$ cat config.mk
export PLATFORM = sky130hd
export DESIGN_NAME = rtv_ctrl
export DESIGN_NICKNAME = d
export VERILOG_FILES = /design/src/rtl/rtv_pkg.sv /design/src/rtl/rtv_edge_track.sv /design/src/rtl/rtv_ctrl.sv
export SDC_FILE = /design/constraint.sdc
export NUM_CORES = 1
export LEC_CHECK = 0
export BUFFER_PORTS_ARGS = -buffer_cell sky130_fd_sc_hd__buf_2
export CAP_MARGIN = 20
export CORE_AREA = 2 2 169 171
export DETAILED_ROUTE_END_ITERATION = 7
export DIE_AREA = 0 0 171 173
export HOLD_SLACK_MARGIN = 0.02
export REMOVE_ABC_BUFFERS = 1
export SLEW_MARGIN = 20
export SYNTH_ARGS = -nofsm -noshare
export SYNTH_HDL_FRONTEND = slang
export SYNTH_HIERARCHICAL = 1
export SYNTH_SLANG_ARGS = --single-unit
$ cat constraint.sdc
create_clock -name clk -period 1.9 [get_ports clk]
set_input_delay 0.285 -clock clk [delete_from_list [all_inputs] [get_ports clk]]
set_output_delay 0.285 -clock clk [all_outputs]
set_load 0.05 [all_outputs]
$ cat src/rtl/rtv_pkg.sv
// Purpose: shared constants for the routing table valid controls block
// Assumes: 200 MHz clk, configuration access to one dword register
// Notes:   bit positions refer to the common control one register
package rtv_pkg;

    // register placement in the protocol layer configuration structure
    localparam logic [11:0] CTRL1_OFFSET      = 12'h004;

    // field positions inside common control one
    localparam int          AGENT_VALID_BIT   = 5;
    localparam int          REQ_VALID_BIT     = 6;
    localparam int          HOME_VALID_BIT    = 7;
    localparam int          PORTAL_EN_BIT     = 8;
    localparam int          RSVD_LO_BIT       = 9;
    localparam int          RSVD_HI_BIT       = 15;

    // values after reset
    localparam logic        TABLE_VALID_RST   = 1'b0;
    localparam logic        PORTAL_EN_RST     = 1'b0;
    localparam logic        READY_RST         = 1'b0;

    // multiport capability code that ties the snoop map to the agent map
    localparam logic [2:0]  MPC_ALL_ONES      = 3'h7;

    // settle time after a table is declared complete
    localparam int          CLK_PERIOD_PS     = 5000;
    localparam int          SETTLE_NS         = 50;
    localparam int          SETTLE_CYCLES     =
        (SETTLE_NS * 1000 + CLK_PERIOD_PS - 1) / CLK_PERIOD_PS;
    localparam int          SETTLE_W          = 8;

    // number of tracked tables
    localparam int          NUM_TABLES        = 3;
    localparam int          TBL_AGENT         = 0;
    localparam int          TBL_REQ           = 1;
    localparam int          TBL_HOME          = 2;

    typedef enum logic [0:0] {
        RTV_IDLE   = 1'b0,
        RTV_SETTLE = 1'b1
    } rtv_settle_t;

endpackage : rtv_pkg

$ cat src/rtl/rtv_edge_track.sv
// Purpose: watch one table valid bit for edges and time the settle window
// Assumes: level comes from a register on the same clock
// Notes:   a fall marks the table torn until the next rise
`timescale 1ns/1ps
module rtv_edge_track (
    input  wire logic clk,
    input  wire logic rstn,
    input  wire logic level,
    output logic      rise_done,
    output logic      busy,
    output logic      torn
);

    logic                           prev_q,  prev_d;
    logic                           torn_q,  torn_d;
    logic                           done_q,  done_d;
    rtv_pkg::rtv_settle_t           st_q,    st_d;
    logic [rtv_pkg::SETTLE_W-1:0]   cnt_q,   cnt_d;

    always_comb begin
        prev_d = level;
        torn_d = torn_q;
        done_d = 1'b0;
        st_d   = st_q;
        cnt_d  = cnt_q;
        if (prev_q && !level) begin
            torn_d = 1'b1;
            st_d   = rtv_pkg::RTV_IDLE;
        end
        unique case (st_q)
            rtv_pkg::RTV_IDLE: begin
                if (!prev_q && level) begin
                    torn_d = 1'b0;
                    st_d   = rtv_pkg::RTV_SETTLE;
                    cnt_d  = rtv_pkg::SETTLE_W'(rtv_pkg::SETTLE_CYCLES - 1);
                end
            end
            rtv_pkg::RTV_SETTLE: begin
                // a fall mid-settle abandons the completion
                if (!level) begin
                    st_d = rtv_pkg::RTV_IDLE;
                end else if (cnt_q == '0) begin
                    st_d   = rtv_pkg::RTV_IDLE;
                    done_d = 1'b1;
                end else begin
                    cnt_d = cnt_q - 1'b1;
                end
            end
        endcase
    end

    always_ff @(posedge clk or negedge rstn) begin
        if (!rstn) begin
            prev_q <= 1'b0;
            torn_q <= 1'b0;
            done_q <= 1'b0;
            st_q   <= rtv_pkg::RTV_IDLE;
            cnt_q  <= '0;
        end else begin
            prev_q <= prev_d;
            torn_q <= torn_d;
            done_q <= done_d;
            st_q   <= st_d;
            cnt_q  <= cnt_d;
        end
    end

    assign rise_done = done_q;
    assign busy      = (st_q == rtv_pkg::RTV_SETTLE);
    assign torn      = torn_q;

endmodule : rtv_edge_track

$ cat src/rtl/rtv_ctrl.sv
// Purpose: table valid bits and portal enable of common control one
// Assumes: configuration access on clk; capability inputs are static
// Notes:   bits 4:0 and 31:16 of the register live elsewhere, read 0 here
//
// Notes on behaviour
// - whole agent map usable only while its table valid bit is one.
// - with multiport capability 111b the agent bit also gates snoop map.
// - per-entry agent valid bits still gate each mapping beneath table bit.
// - software sets agent bit 0-to-1 when map built; device sees completion.
// - agent bit fall may drop discovery ready; rise may delay it.
// - static target id taken from pool regenerated after agent bit rise.
// - requester map usable only while its valid bit set, entries gate.
// - device with a requesting agent implements the requester map.
// - requester bit rising 0-to-1 marks that table complete.
// - requester bit fall may drop discovery ready; rise may delay it.
// - home map usable only while its valid bit set, entries gate.
// - device with memory-expanding home agent implements the home map.
// - forwarding device implements home map to pick local or egress slave.
// - home bit rising 0-to-1 marks that table complete.
// - home bit fall may drop discovery ready; rise may delay it.
// - portal enable bit 8 turns the portal on when capable.
// - portal enable clears on reset but survives function-level reset.
// - mesh topology on routes snoop responses through the snoop map.
`timescale 1ns/1ps
module rtv_ctrl #(
    parameter int AGENT_ENTRIES = 64,
    parameter int REQ_ENTRIES   = 16,
    parameter int HOME_ENTRIES  = 16,
    parameter int TGT_W         = 6,
    parameter bit HAS_REQ_MAP   = 1'b1,
    parameter bit HAS_HOME_MAP  = 1'b1
) (
    input  wire logic                     clk,
    input  wire logic                     rstn,
    input  wire logic                     flr,
    input  wire logic                     cfg_wr,
    input  wire logic                     cfg_rd,
    input  wire logic [11:0]              cfg_addr,
    input  wire logic [31:0]              cfg_wdata,
    input  wire logic [3:0]               cfg_be,
    output logic      [31:0]              cfg_rdata,
    output logic                          cfg_rvalid,
    input  wire logic [2:0]               multiport_capability,
    input  wire logic                     service_portal_capable,
    input  wire logic                     mesh_topology_on,
    input  wire logic                     device_ready_in,
    input  wire logic [AGENT_ENTRIES-1:0] agent_entry_valid,
    input  wire logic [AGENT_ENTRIES-1:0] snoop_entry_valid,
    input  wire logic [REQ_ENTRIES-1:0]   req_entry_valid,
    input  wire logic [HOME_ENTRIES-1:0]  home_entry_valid,
    input  wire logic [TGT_W-1:0]         pool_target_identifier,
    output logic                          agent_map_table_valid,
    output logic                          requester_addr_map_valid,
    output logic                          home_addr_map_valid,
    output logic                          service_portal_enable,
    output logic                          service_portal_active,
    output logic                          discovery_ready_status,
    output logic                          snoop_route_via_snoop_map,
    output logic [AGENT_ENTRIES-1:0]      agent_map_use,
    output logic [AGENT_ENTRIES-1:0]      snoop_map_use,
    output logic [REQ_ENTRIES-1:0]        req_map_use,
    output logic [HOME_ENTRIES-1:0]       home_map_use,
    output logic                          requester_map_complete,
    output logic                          home_map_complete,
    output logic [TGT_W-1:0]              static_target_identifier,
    output logic                          static_target_valid
);

    ////////////////////////////////////////////////////////////////////////
    // register file

    logic              agent_valid_q,  agent_valid_d;
    logic              req_valid_q,    req_valid_d;
    logic              home_valid_q,   home_valid_d;
    logic              portal_en_q,    portal_en_d;
    logic [31:0]       rdata_q,        rdata_d;
    logic              rvalid_q,       rvalid_d;
    logic              hit;

    assign hit = (cfg_addr == rtv_pkg::CTRL1_OFFSET);

    always_comb begin
        agent_valid_d = agent_valid_q;
        req_valid_d   = req_valid_q;
        home_valid_d  = home_valid_q;
        portal_en_d   = portal_en_q;
        rdata_d       = 32'h0000_0000;
        rvalid_d      = cfg_rd;
        if (cfg_wr && hit && cfg_be[0]) begin
            agent_valid_d = cfg_wdata[rtv_pkg::AGENT_VALID_BIT];
            // absent tables keep their bit at zero
            req_valid_d   = HAS_REQ_MAP  && cfg_wdata[rtv_pkg::REQ_VALID_BIT];
            home_valid_d  = HAS_HOME_MAP && cfg_wdata[rtv_pkg::HOME_VALID_BIT];
        end
        if (cfg_wr && hit && cfg_be[1]) begin
            // stored even when not capable; software must keep it zero
            portal_en_d = cfg_wdata[rtv_pkg::PORTAL_EN_BIT];
        end
        // function-level reset tears the maps down but spares the portal
        if (flr) begin
            agent_valid_d = rtv_pkg::TABLE_VALID_RST;
            req_valid_d   = rtv_pkg::TABLE_VALID_RST;
            home_valid_d  = rtv_pkg::TABLE_VALID_RST;
        end
        if (cfg_rd && hit) begin
            rdata_d[rtv_pkg::AGENT_VALID_BIT] = agent_valid_q;
            rdata_d[rtv_pkg::REQ_VALID_BIT]   = req_valid_q;
            rdata_d[rtv_pkg::HOME_VALID_BIT]  = home_valid_q;
            rdata_d[rtv_pkg::PORTAL_EN_BIT]   = portal_en_q;
            // reserved field stays zero on read
            rdata_d[rtv_pkg::RSVD_HI_BIT:rtv_pkg::RSVD_LO_BIT] = '0;
        end
    end

    always_ff @(posedge clk or negedge rstn) begin
        if (!rstn) begin
            agent_valid_q <= rtv_pkg::TABLE_VALID_RST;
            req_valid_q   <= rtv_pkg::TABLE_VALID_RST;
            home_valid_q  <= rtv_pkg::TABLE_VALID_RST;
            portal_en_q   <= rtv_pkg::PORTAL_EN_RST;
            rdata_q       <= 32'h0000_0000;
            rvalid_q      <= 1'b0;
        end else begin
            agent_valid_q <= agent_valid_d;
            req_valid_q   <= req_valid_d;
            home_valid_q  <= home_valid_d;
            portal_en_q   <= portal_en_d;
            rdata_q       <= rdata_d;
            rvalid_q      <= rvalid_d;
        end
    end

    ////////////////////////////////////////////////////////////////////////
    // completion tracking per table

    logic [rtv_pkg::NUM_TABLES-1:0] tbl_level;
    logic [rtv_pkg::NUM_TABLES-1:0] tbl_done;
    logic [rtv_pkg::NUM_TABLES-1:0] tbl_busy;
    logic [rtv_pkg::NUM_TABLES-1:0] tbl_torn;

    assign tbl_level[rtv_pkg::TBL_AGENT] = agent_valid_q;
    assign tbl_level[rtv_pkg::TBL_REQ]   = req_valid_q;
    assign tbl_level[rtv_pkg::TBL_HOME]  = home_valid_q;

    for (genvar t = 0; t < rtv_pkg::NUM_TABLES; t++) begin : g_track
        rtv_edge_track u_track (
            .clk       (clk),
            .rstn      (rstn),
            .level     (tbl_level[t]),
            .rise_done (tbl_done[t]),
            .busy      (tbl_busy[t]),
            .torn      (tbl_torn[t])
        );
    end

    ////////////////////////////////////////////////////////////////////////
    // discovery ready, completion pulses and static target

    logic             ready_q,     ready_d;
    logic             req_cmp_q,   req_cmp_d;
    logic             home_cmp_q,  home_cmp_d;
    logic [TGT_W-1:0] tgt_q,       tgt_d;
    logic             tgt_vld_q,   tgt_vld_d;

    always_comb begin
        // torn tables drop readiness, settling ones hold it off
        ready_d = device_ready_in
                  && !tbl_torn[rtv_pkg::TBL_AGENT]
                  && !tbl_busy[rtv_pkg::TBL_AGENT]
                  && !tbl_torn[rtv_pkg::TBL_REQ]
                  && !tbl_busy[rtv_pkg::TBL_REQ]
                  && !tbl_torn[rtv_pkg::TBL_HOME]
                  && !tbl_busy[rtv_pkg::TBL_HOME];
        req_cmp_d  = tbl_done[rtv_pkg::TBL_REQ];
        home_cmp_d = tbl_done[rtv_pkg::TBL_HOME];
        tgt_d      = tgt_q;
        tgt_vld_d  = tgt_vld_q && agent_valid_q;
        // re-pick only once the pool has had time to regenerate
        if (tbl_done[rtv_pkg::TBL_AGENT]) begin
            tgt_d     = pool_target_identifier;
            tgt_vld_d = 1'b1;
        end
    end

    always_ff @(posedge clk or negedge rstn) begin
        if (!rstn) begin
            ready_q    <= rtv_pkg::READY_RST;
            req_cmp_q  <= 1'b0;
            home_cmp_q <= 1'b0;
            tgt_q      <= '0;
            tgt_vld_q  <= 1'b0;
        end else begin
            ready_q    <= ready_d;
            req_cmp_q  <= req_cmp_d;
            home_cmp_q <= home_cmp_d;
            tgt_q      <= tgt_d;
            tgt_vld_q  <= tgt_vld_d;
        end
    end

    ////////////////////////////////////////////////////////////////////////
    // map gating; entries are registered so routing sees one clean edge

    logic [AGENT_ENTRIES-1:0] agent_use_q,  agent_use_d;
    logic [AGENT_ENTRIES-1:0] snoop_use_q,  snoop_use_d;
    logic [REQ_ENTRIES-1:0]   req_use_q,    req_use_d;
    logic [HOME_ENTRIES-1:0]  home_use_q,   home_use_d;
    logic                     snoop_tied;
    logic                     mesh_q,       mesh_d;
    logic                     portal_act_q, portal_act_d;

    assign snoop_tied = (multiport_capability == rtv_pkg::MPC_ALL_ONES);

    for (genvar a = 0; a < AGENT_ENTRIES; a++) begin : g_agent
        assign agent_use_d[a] = agent_valid_q && agent_entry_valid[a];
        assign snoop_use_d[a] = snoop_entry_valid[a] && (!snoop_tied || agent_valid_q);
    end

    for (genvar r = 0; r < REQ_ENTRIES; r++) begin : g_req
        // absent map never enables an entry
        assign req_use_d[r] = HAS_REQ_MAP && req_valid_q && req_entry_valid[r];
    end

    for (genvar h = 0; h < HOME_ENTRIES; h++) begin : g_home
        assign home_use_d[h] = HAS_HOME_MAP && home_valid_q && home_entry_valid[h];
    end

    always_comb begin
        mesh_d       = mesh_topology_on;
        portal_act_d = portal_en_q && service_portal_capable;
    end

    always_ff @(posedge clk or negedge rstn) begin
        if (!rstn) begin
            agent_use_q  <= '0;
            snoop_use_q  <= '0;
            req_use_q    <= '0;
            home_use_q   <= '0;
            mesh_q       <= 1'b0;
            portal_act_q <= 1'b0;
        end else begin
            agent_use_q  <= agent_use_d;
            snoop_use_q  <= snoop_use_d;
            req_use_q    <= req_use_d;
            home_use_q   <= home_use_d;
            mesh_q       <= mesh_d;
            portal_act_q <= portal_act_d;
        end
    end

    ////////////////////////////////////////////////////////////////////////
    // outputs

    assign cfg_rdata                 = rdata_q;
    assign cfg_rvalid                = rvalid_q;
    assign agent_map_table_valid     = agent_valid_q;
    assign requester_addr_map_valid  = req_valid_q;
    assign home_addr_map_valid       = home_valid_q;
    assign service_portal_enable     = portal_en_q;
    assign service_portal_active     = portal_act_q;
    assign discovery_ready_status    = ready_q;
    assign snoop_route_via_snoop_map = mesh_q;
    assign agent_map_use             = agent_use_q;
    assign snoop_map_use             = snoop_use_q;
    assign req_map_use               = req_use_q;
    assign home_map_use              = home_use_q;
    assign requester_map_complete    = req_cmp_q;
    assign home_map_complete         = home_cmp_q;
    assign static_target_identifier  = tgt_q;
    assign static_target_valid       = tgt_vld_q;

endmodule : rtv_ctrl

# [Word level (Yosys, flattened, before mapping)]
# Cells that the tools add are included.
[word_totals] register_bits=224 out_inout_bits=209
[op_classes] n_addsub=3 n_eq_ne=11 muxes=53 n_bitwise=3 n_reduce_logical=199
[ops] op="1-bit logical AND" n=178
[ops] op="8-bit two-way mux" n=9
[ops] op="8-bit case mux with 2 select lines" n=3
[ops] op="1-bit two-way mux" n=37
[ops] op="8-bit zero test" n=3
[ops] op="8-bit by 1-bit subtractor with 8-bit output (second input constant)" n=3
[ops] op="1-bit zero test" n=13
[ops] op="12-bit by 3-bit == test with 1-bit output (second input constant)" n=1
[ops] op="2-bit inequality test (second input constant)" n=6
[ops] op="3-bit AND reduction" n=3
[ops] op="2-bit by 1-bit inequality test with 1-bit output (second input constant)" n=3
[ops] op="1-bit case mux with 2 select lines" n=3
[ops] op="4-bit two-way mux" n=1
[ops] op="3-bit == test (second input constant)" n=1
[ops] op="1-bit NOT" n=3
[ops] op="2-bit nonzero test" n=1
[ops] op="1-bit logical OR" n=1

# [Logic depth before layout (Yosys ltp)]
[depth] depth_word=7 ltp_mapped=6 depth_no_buf=5

# [Modules after synthesis]
# The synthesis kept the hierarchy.
[by_module_without_submodules] mod="rtv_ctrl" instances=1 cells_each=423 area_per_inst_um2=6127.1 seq_area_each_um2=4529.3
[by_module_without_submodules] mod="rtv_edge_track" instances=3 cells_each=58 area_per_inst_um2=639.4 seq_area_each_um2=300.3

# [Least setup slack after synthesis]
# Ideal clock, no wire load.
[synth_path] path_kind="reg2reg" from="register g_track[0].u_track/cnt_q[0] (netlist name)" to="register g_track[0].u_track/cnt_q[0] (netlist name)" setup_time_ns=0.079 arrival_time_ns=1.560 required_time_ns=1.821 slack_ns=0.261 path_stages_with_launch=7 n_path_buf=1 period_less_slack_ns=1.639 cell_sequence="dfrtp_1 -> inv_1 -> ha_1 -> or4b_1 -> buf_6 -> o21ai_4 -> mux2i_1"
[synth_via] elab_chain_cells=4 elab_cells_between_ends=7 classes_between="add/sub: 1; eq/ne: 1; mux: 3; reduce/logical: 2"
[synth_rtl] item="start: declaration" line_no="rtv_edge_track.sv:18" rtl="logic [rtv_pkg::SETTLE_W-1:0] cnt_q, cnt_d;"
[synth_rtl] item="start signal: assignment" line_no="rtv_edge_track.sv:64" rtl="cnt_q <= cnt_d;"
[synth_rtl] item="8-bit by 1-bit subtractor with 8-bit output" line_no="rtv_edge_track.sv:46" rtl="cnt_d = cnt_q - 1'b1;"
[synth_rtl] item="8-bit two-way mux" line_no="rtv_edge_track.sv:42" rtl="end else if (cnt_q == '0) begin"
[synth_rtl] item="8-bit two-way mux" line_no="rtv_edge_track.sv:40" rtl="if (!level) begin"
[synth_rtl] item="8-bit case mux with 2 select lines" line_no="rtv_edge_track.sv:30" rtl="unique case (st_q)"
# Several ways; a longest one is shown, not always the timed one. The select of a mux whose other input is x is not followed.
# A chain may end at the register's enable or synchronous reset.

# [Final worst setup path]
[layout_path] from="register req_valid_q (netlist: requester_addr_map_valid)" to="output requester_addr_map_valid"
[layout_lines] item="start: declaration" line_no="rtv_ctrl.sv:73" rtl="logic req_valid_q, req_valid_d;"
[layout_lines] item="start signal: assignment" line_no="rtv_ctrl.sv:118" rtl="req_valid_q <= rtv_pkg::TABLE_VALID_RST;"
[layout_lines] item="start signal: assignment" line_no="rtv_ctrl.sv:125" rtl="req_valid_q <= req_valid_d;"
[layout_lines] item="end: declaration" line_no="rtv_ctrl.sv:53" rtl="output logic requester_addr_map_valid,"
# No word-level cell between the ends.

==> flow_summary_export.csv <==
group,metric,value,unit
timing,timing.hold.ws,0.05336,ns
logic_synthesis,synth_cell_types,37,
logic_synthesis,synthTopCellsByArea,"dfrtp_1, and2_1, buf_4",
cts,clk_pin_slew,0.06,ns
power,p_int,8.129,mW
power,p_sw,2.694,mW
final_layout,syn_to_final_growth,60.75,%
detailed_routing,viasPerCell,4.201,
critical_path,worstPathCellList,"buf_4, buf_2",
timing,finalClockSkew,0.01342,ns
final_layout,fin_cells,1564,
status,outcome,"finished clean",
timing,rsz0062_at_grt,"no",
detailed_routing,postRouteAntennaNets,0,
grt,grt_max_degree,60,
power,p_leak,6.873,nW
logic_synthesis,avgSynthCellArea,13.48,um^2
grt,grt.total_usage,16.47,%
critical_path,cp_max_fo,15,
hold_path,holdCritPathClass,"in -> reg",
grt,grt_pass1_vias,6838,
timing,fmax,0.5601,GHz
job,maxCapViolations,0,
power,power.density,836.9,nW/um^2
logic_synthesis,synth_common_cells,"dfrtp_1, and2_1, buf_4, nor2_1, mux2i_1",
power,swShare,24.89,%
logic_synthesis,netlist_instances,597,
timing,period_needed,1.785,ns
power,total_power,10.82,mW
final_layout,final_util,46.81,%
cts,htreeDepth,1,
logic_synthesis,synth_warnings,6,
logic_synthesis,yosysMostFrequentCell,"dfrtp_1",
critical_path,startpoint_type,"flip-flop",
cts,cts_tree,"yes",
logic_synthesis,synth_edf_count,0,
detailed_routing,wirelength,25240,um
logic_synthesis,async_flop_share,100.0,%
logic_synthesis,synth_ff_type,"dfrtp_1",
critical_path,crit_slowest_cell,"dfrtp_2",
power,comb_power_share,11.6,%
grt,grt_overflow_total,0,
floorplan,core_area,27630,um^2
critical_path,end_kind,"output pin",
timing,hold_viol,0,
cts,clk_path_buf_depth,3,
detailed_routing,first_pass_iters,4,
logic_synthesis,yosysSeqAreaShare,67.50,%
final_layout,finish.net_count,1396,
logic_synthesis,synth-seq-cells,217,
critical_path,crit_path_max_incr_delay,0.48,ns
floorplan,die_w,171,um
placed_design,dp_hpwl,16940,um
cts,numCtsBuffers,25,
grt,grt_pass1_wl,38000,um
placed_design,finalWeightedCongestion,0.8094,
detailed_routing,post_drt_wl_per_cell,16.14,um
logic_synthesis,synth_top_cell_by_area,"dfrtp_1",
floorplan,dieArea,29580,um^2
timing,tightest_slew,0.6083,ns
logic_synthesis,netlist_area,8045,um^2
placed_design,port_buffers,375,
floorplan,floorplan.rows,61,
placed_design,dp_cells,1343,
cts,cts_sinks,217,
power,sequentialPowerShare,43.8,%
cts,clk_latency,0.52,ns
detailed_routing,drc,0,
detailed_routing,vias,6570,
timing,slew_viol_final,0,
cts,clk_root_buffer_cell,"clkbuf_16",
floorplan,start_util,29.12,%
critical_path,arrival,1.50,ns
detailed_routing,drtIter0Drc,344,
floorplan,die_h,173,um
floorplan,io_pins,434,
power,p_clk_share,44.5,%
timing,setup_viol,0,
critical_path,critPathRequiredTime,1.62,ns
logic_synthesis,yosysTopAreaCellShare,67.50,%
grt,grt_antenna_before_repair,5,
final_layout,final_layout_size_suffix_gt1_share,38.85,%
timing,finalSetupTns,0,ns
critical_path,critPathKind,"reg -> out",
power,irDropWorstVdd,504.2,uV
timing,timing.slew.headroom,59.36,%
timing,fin_crit_sh,93.97,%
-- worst max-delay path: cells and delay by family (launching register included) --
family   cells  cell delay [ns]
buf+inv      2             0.50
flops        1             0.48
-- final cells by class --
type	count	area [um^2]
fill	2472	14700
sequential	217	5433
timing repair buffer	561	3779
multi-input combinational	347	2375
clock buffer	35	683.2
tap	378	473.0
clock inverter	11	136.4
inverter	13	48.80
antenna	2	5.005
-- worst paths after layout --
kind	to	start	cells after the start	slack [ns]
worst max-delay path	requester_addr_map_valid	requester_addr_map_valid$_DFFE_PN0P_	2	0.11
worst min-delay path	agent_map_use[25]$_DFF_PN0_	agent_entry_valid[25]	2	0.05
worst max register to register	g_track[0].u_track/cnt_q[1]$_DFFE_PN0P_	g_track[0].u_track/cnt_q[1]$_DFFE_PN0P_	5	0.18
worst min register to register	requester_map_complete$_DFF_PN0_	g_track[1].u_track/rise_done$_DFF_PN0_	0	0.35
max in group asynchronous	agent_map_use[23]$_DFF_PN0_	rstn	3	0.94
min in group asynchronous	snoop_map_use[55]$_DFF_PN0_	rstn	2	0.30
-- state kept, by name (all words and copies together), names as in the netlist, 3 cells and up --
register                   flops
agent_map_use                 64
cfg_rdata                      4
g_track.u_track/busy           3
g_track.u_track/cnt_q         24
g_track.u_track/prev_q         3
g_track.u_track/rise_done      3
g_track.u_track/torn           3
home_map_use                  16
req_map_use                   16
snoop_map_use                 64
static_target_identifier       6
-- cells in the final DEF, fill, tap and decap left out, drive strengths merged, types with 3 or more instances in the layout --
cell and instances:
nor3 6, clkbuf 35, dfrtp 217, or3b 3, mux2 7, mux2i 18
nor3b 6, nand4b 6, inv 14, o2111ai 3, or4b 3, dlygate4sd3 173
or3 3, nand2b 6, bufinv 3, ha 6, a21oi 9, o31ai 3
nand4 4, nand4bb 3, o211ai 6, conb 28, o21ai 6, nand2 15
nand3 6, nor2 19, and2 166, buf 388, clkinv 6, o41ai 6
and4bb 3
-- power by group through the flow --
stage               clock [mW]  combinational (mW)  sequential (mW)
floorplan                    0               0.196             5.15
global placement             0               0.963             4.83
detailed placement           0               0.969             4.83
CTS                       4.98                1.26             4.74
global route              5.19                1.34             4.75
finish                    4.82                1.26             4.75
-- stage by stage --
stage / cell area (um^2) / setup WS [ns]
2_1_floorplan: 7843 / -0.7379
3_3_place_gp: 10360 / 0.1077
6_report: 12930 / 0.1147
4_1_cts: 12920 / 0.05041
3_5_place_dp: 10360 / 0.05694
5_1_grt: 12930 / 0.01086
-- kinds of logic after synthesis --
kind of cell / after synthesis / share of synthesized area (%)
AOI/OAI and AO/OA: 34 / 3.639
adders and majority gates: 6 / 0.9331
buffers and inverters: 60 / 4.386
DFF: 217 / 67.50
muxes: 25 / 3.219
other: 1 / 0.04661
and+or+nand+nor: 254 / 20.28
-- routing by layer --
metal / vias up / wire length [um] / GRT usage [%]
li1: 3037 / - / -
met1: 3169 / 9812 / 19.41
met2: 299 / 12330 / 28.38
met3: 63 / 2332 / 5.081
met4: 2 / 755 / 5.438
met5: - / 11 / 0
-- what timing repair did --
item,CTS,global route
resized for setup,1,3
pin swaps,0,0
setup buffers,0,0
hold buffers,173,0
endpoints found under the setup margin,1,7
endpoints found under the hold margin,223,0
No activity file was read; power rests on OpenSTA's default activity.
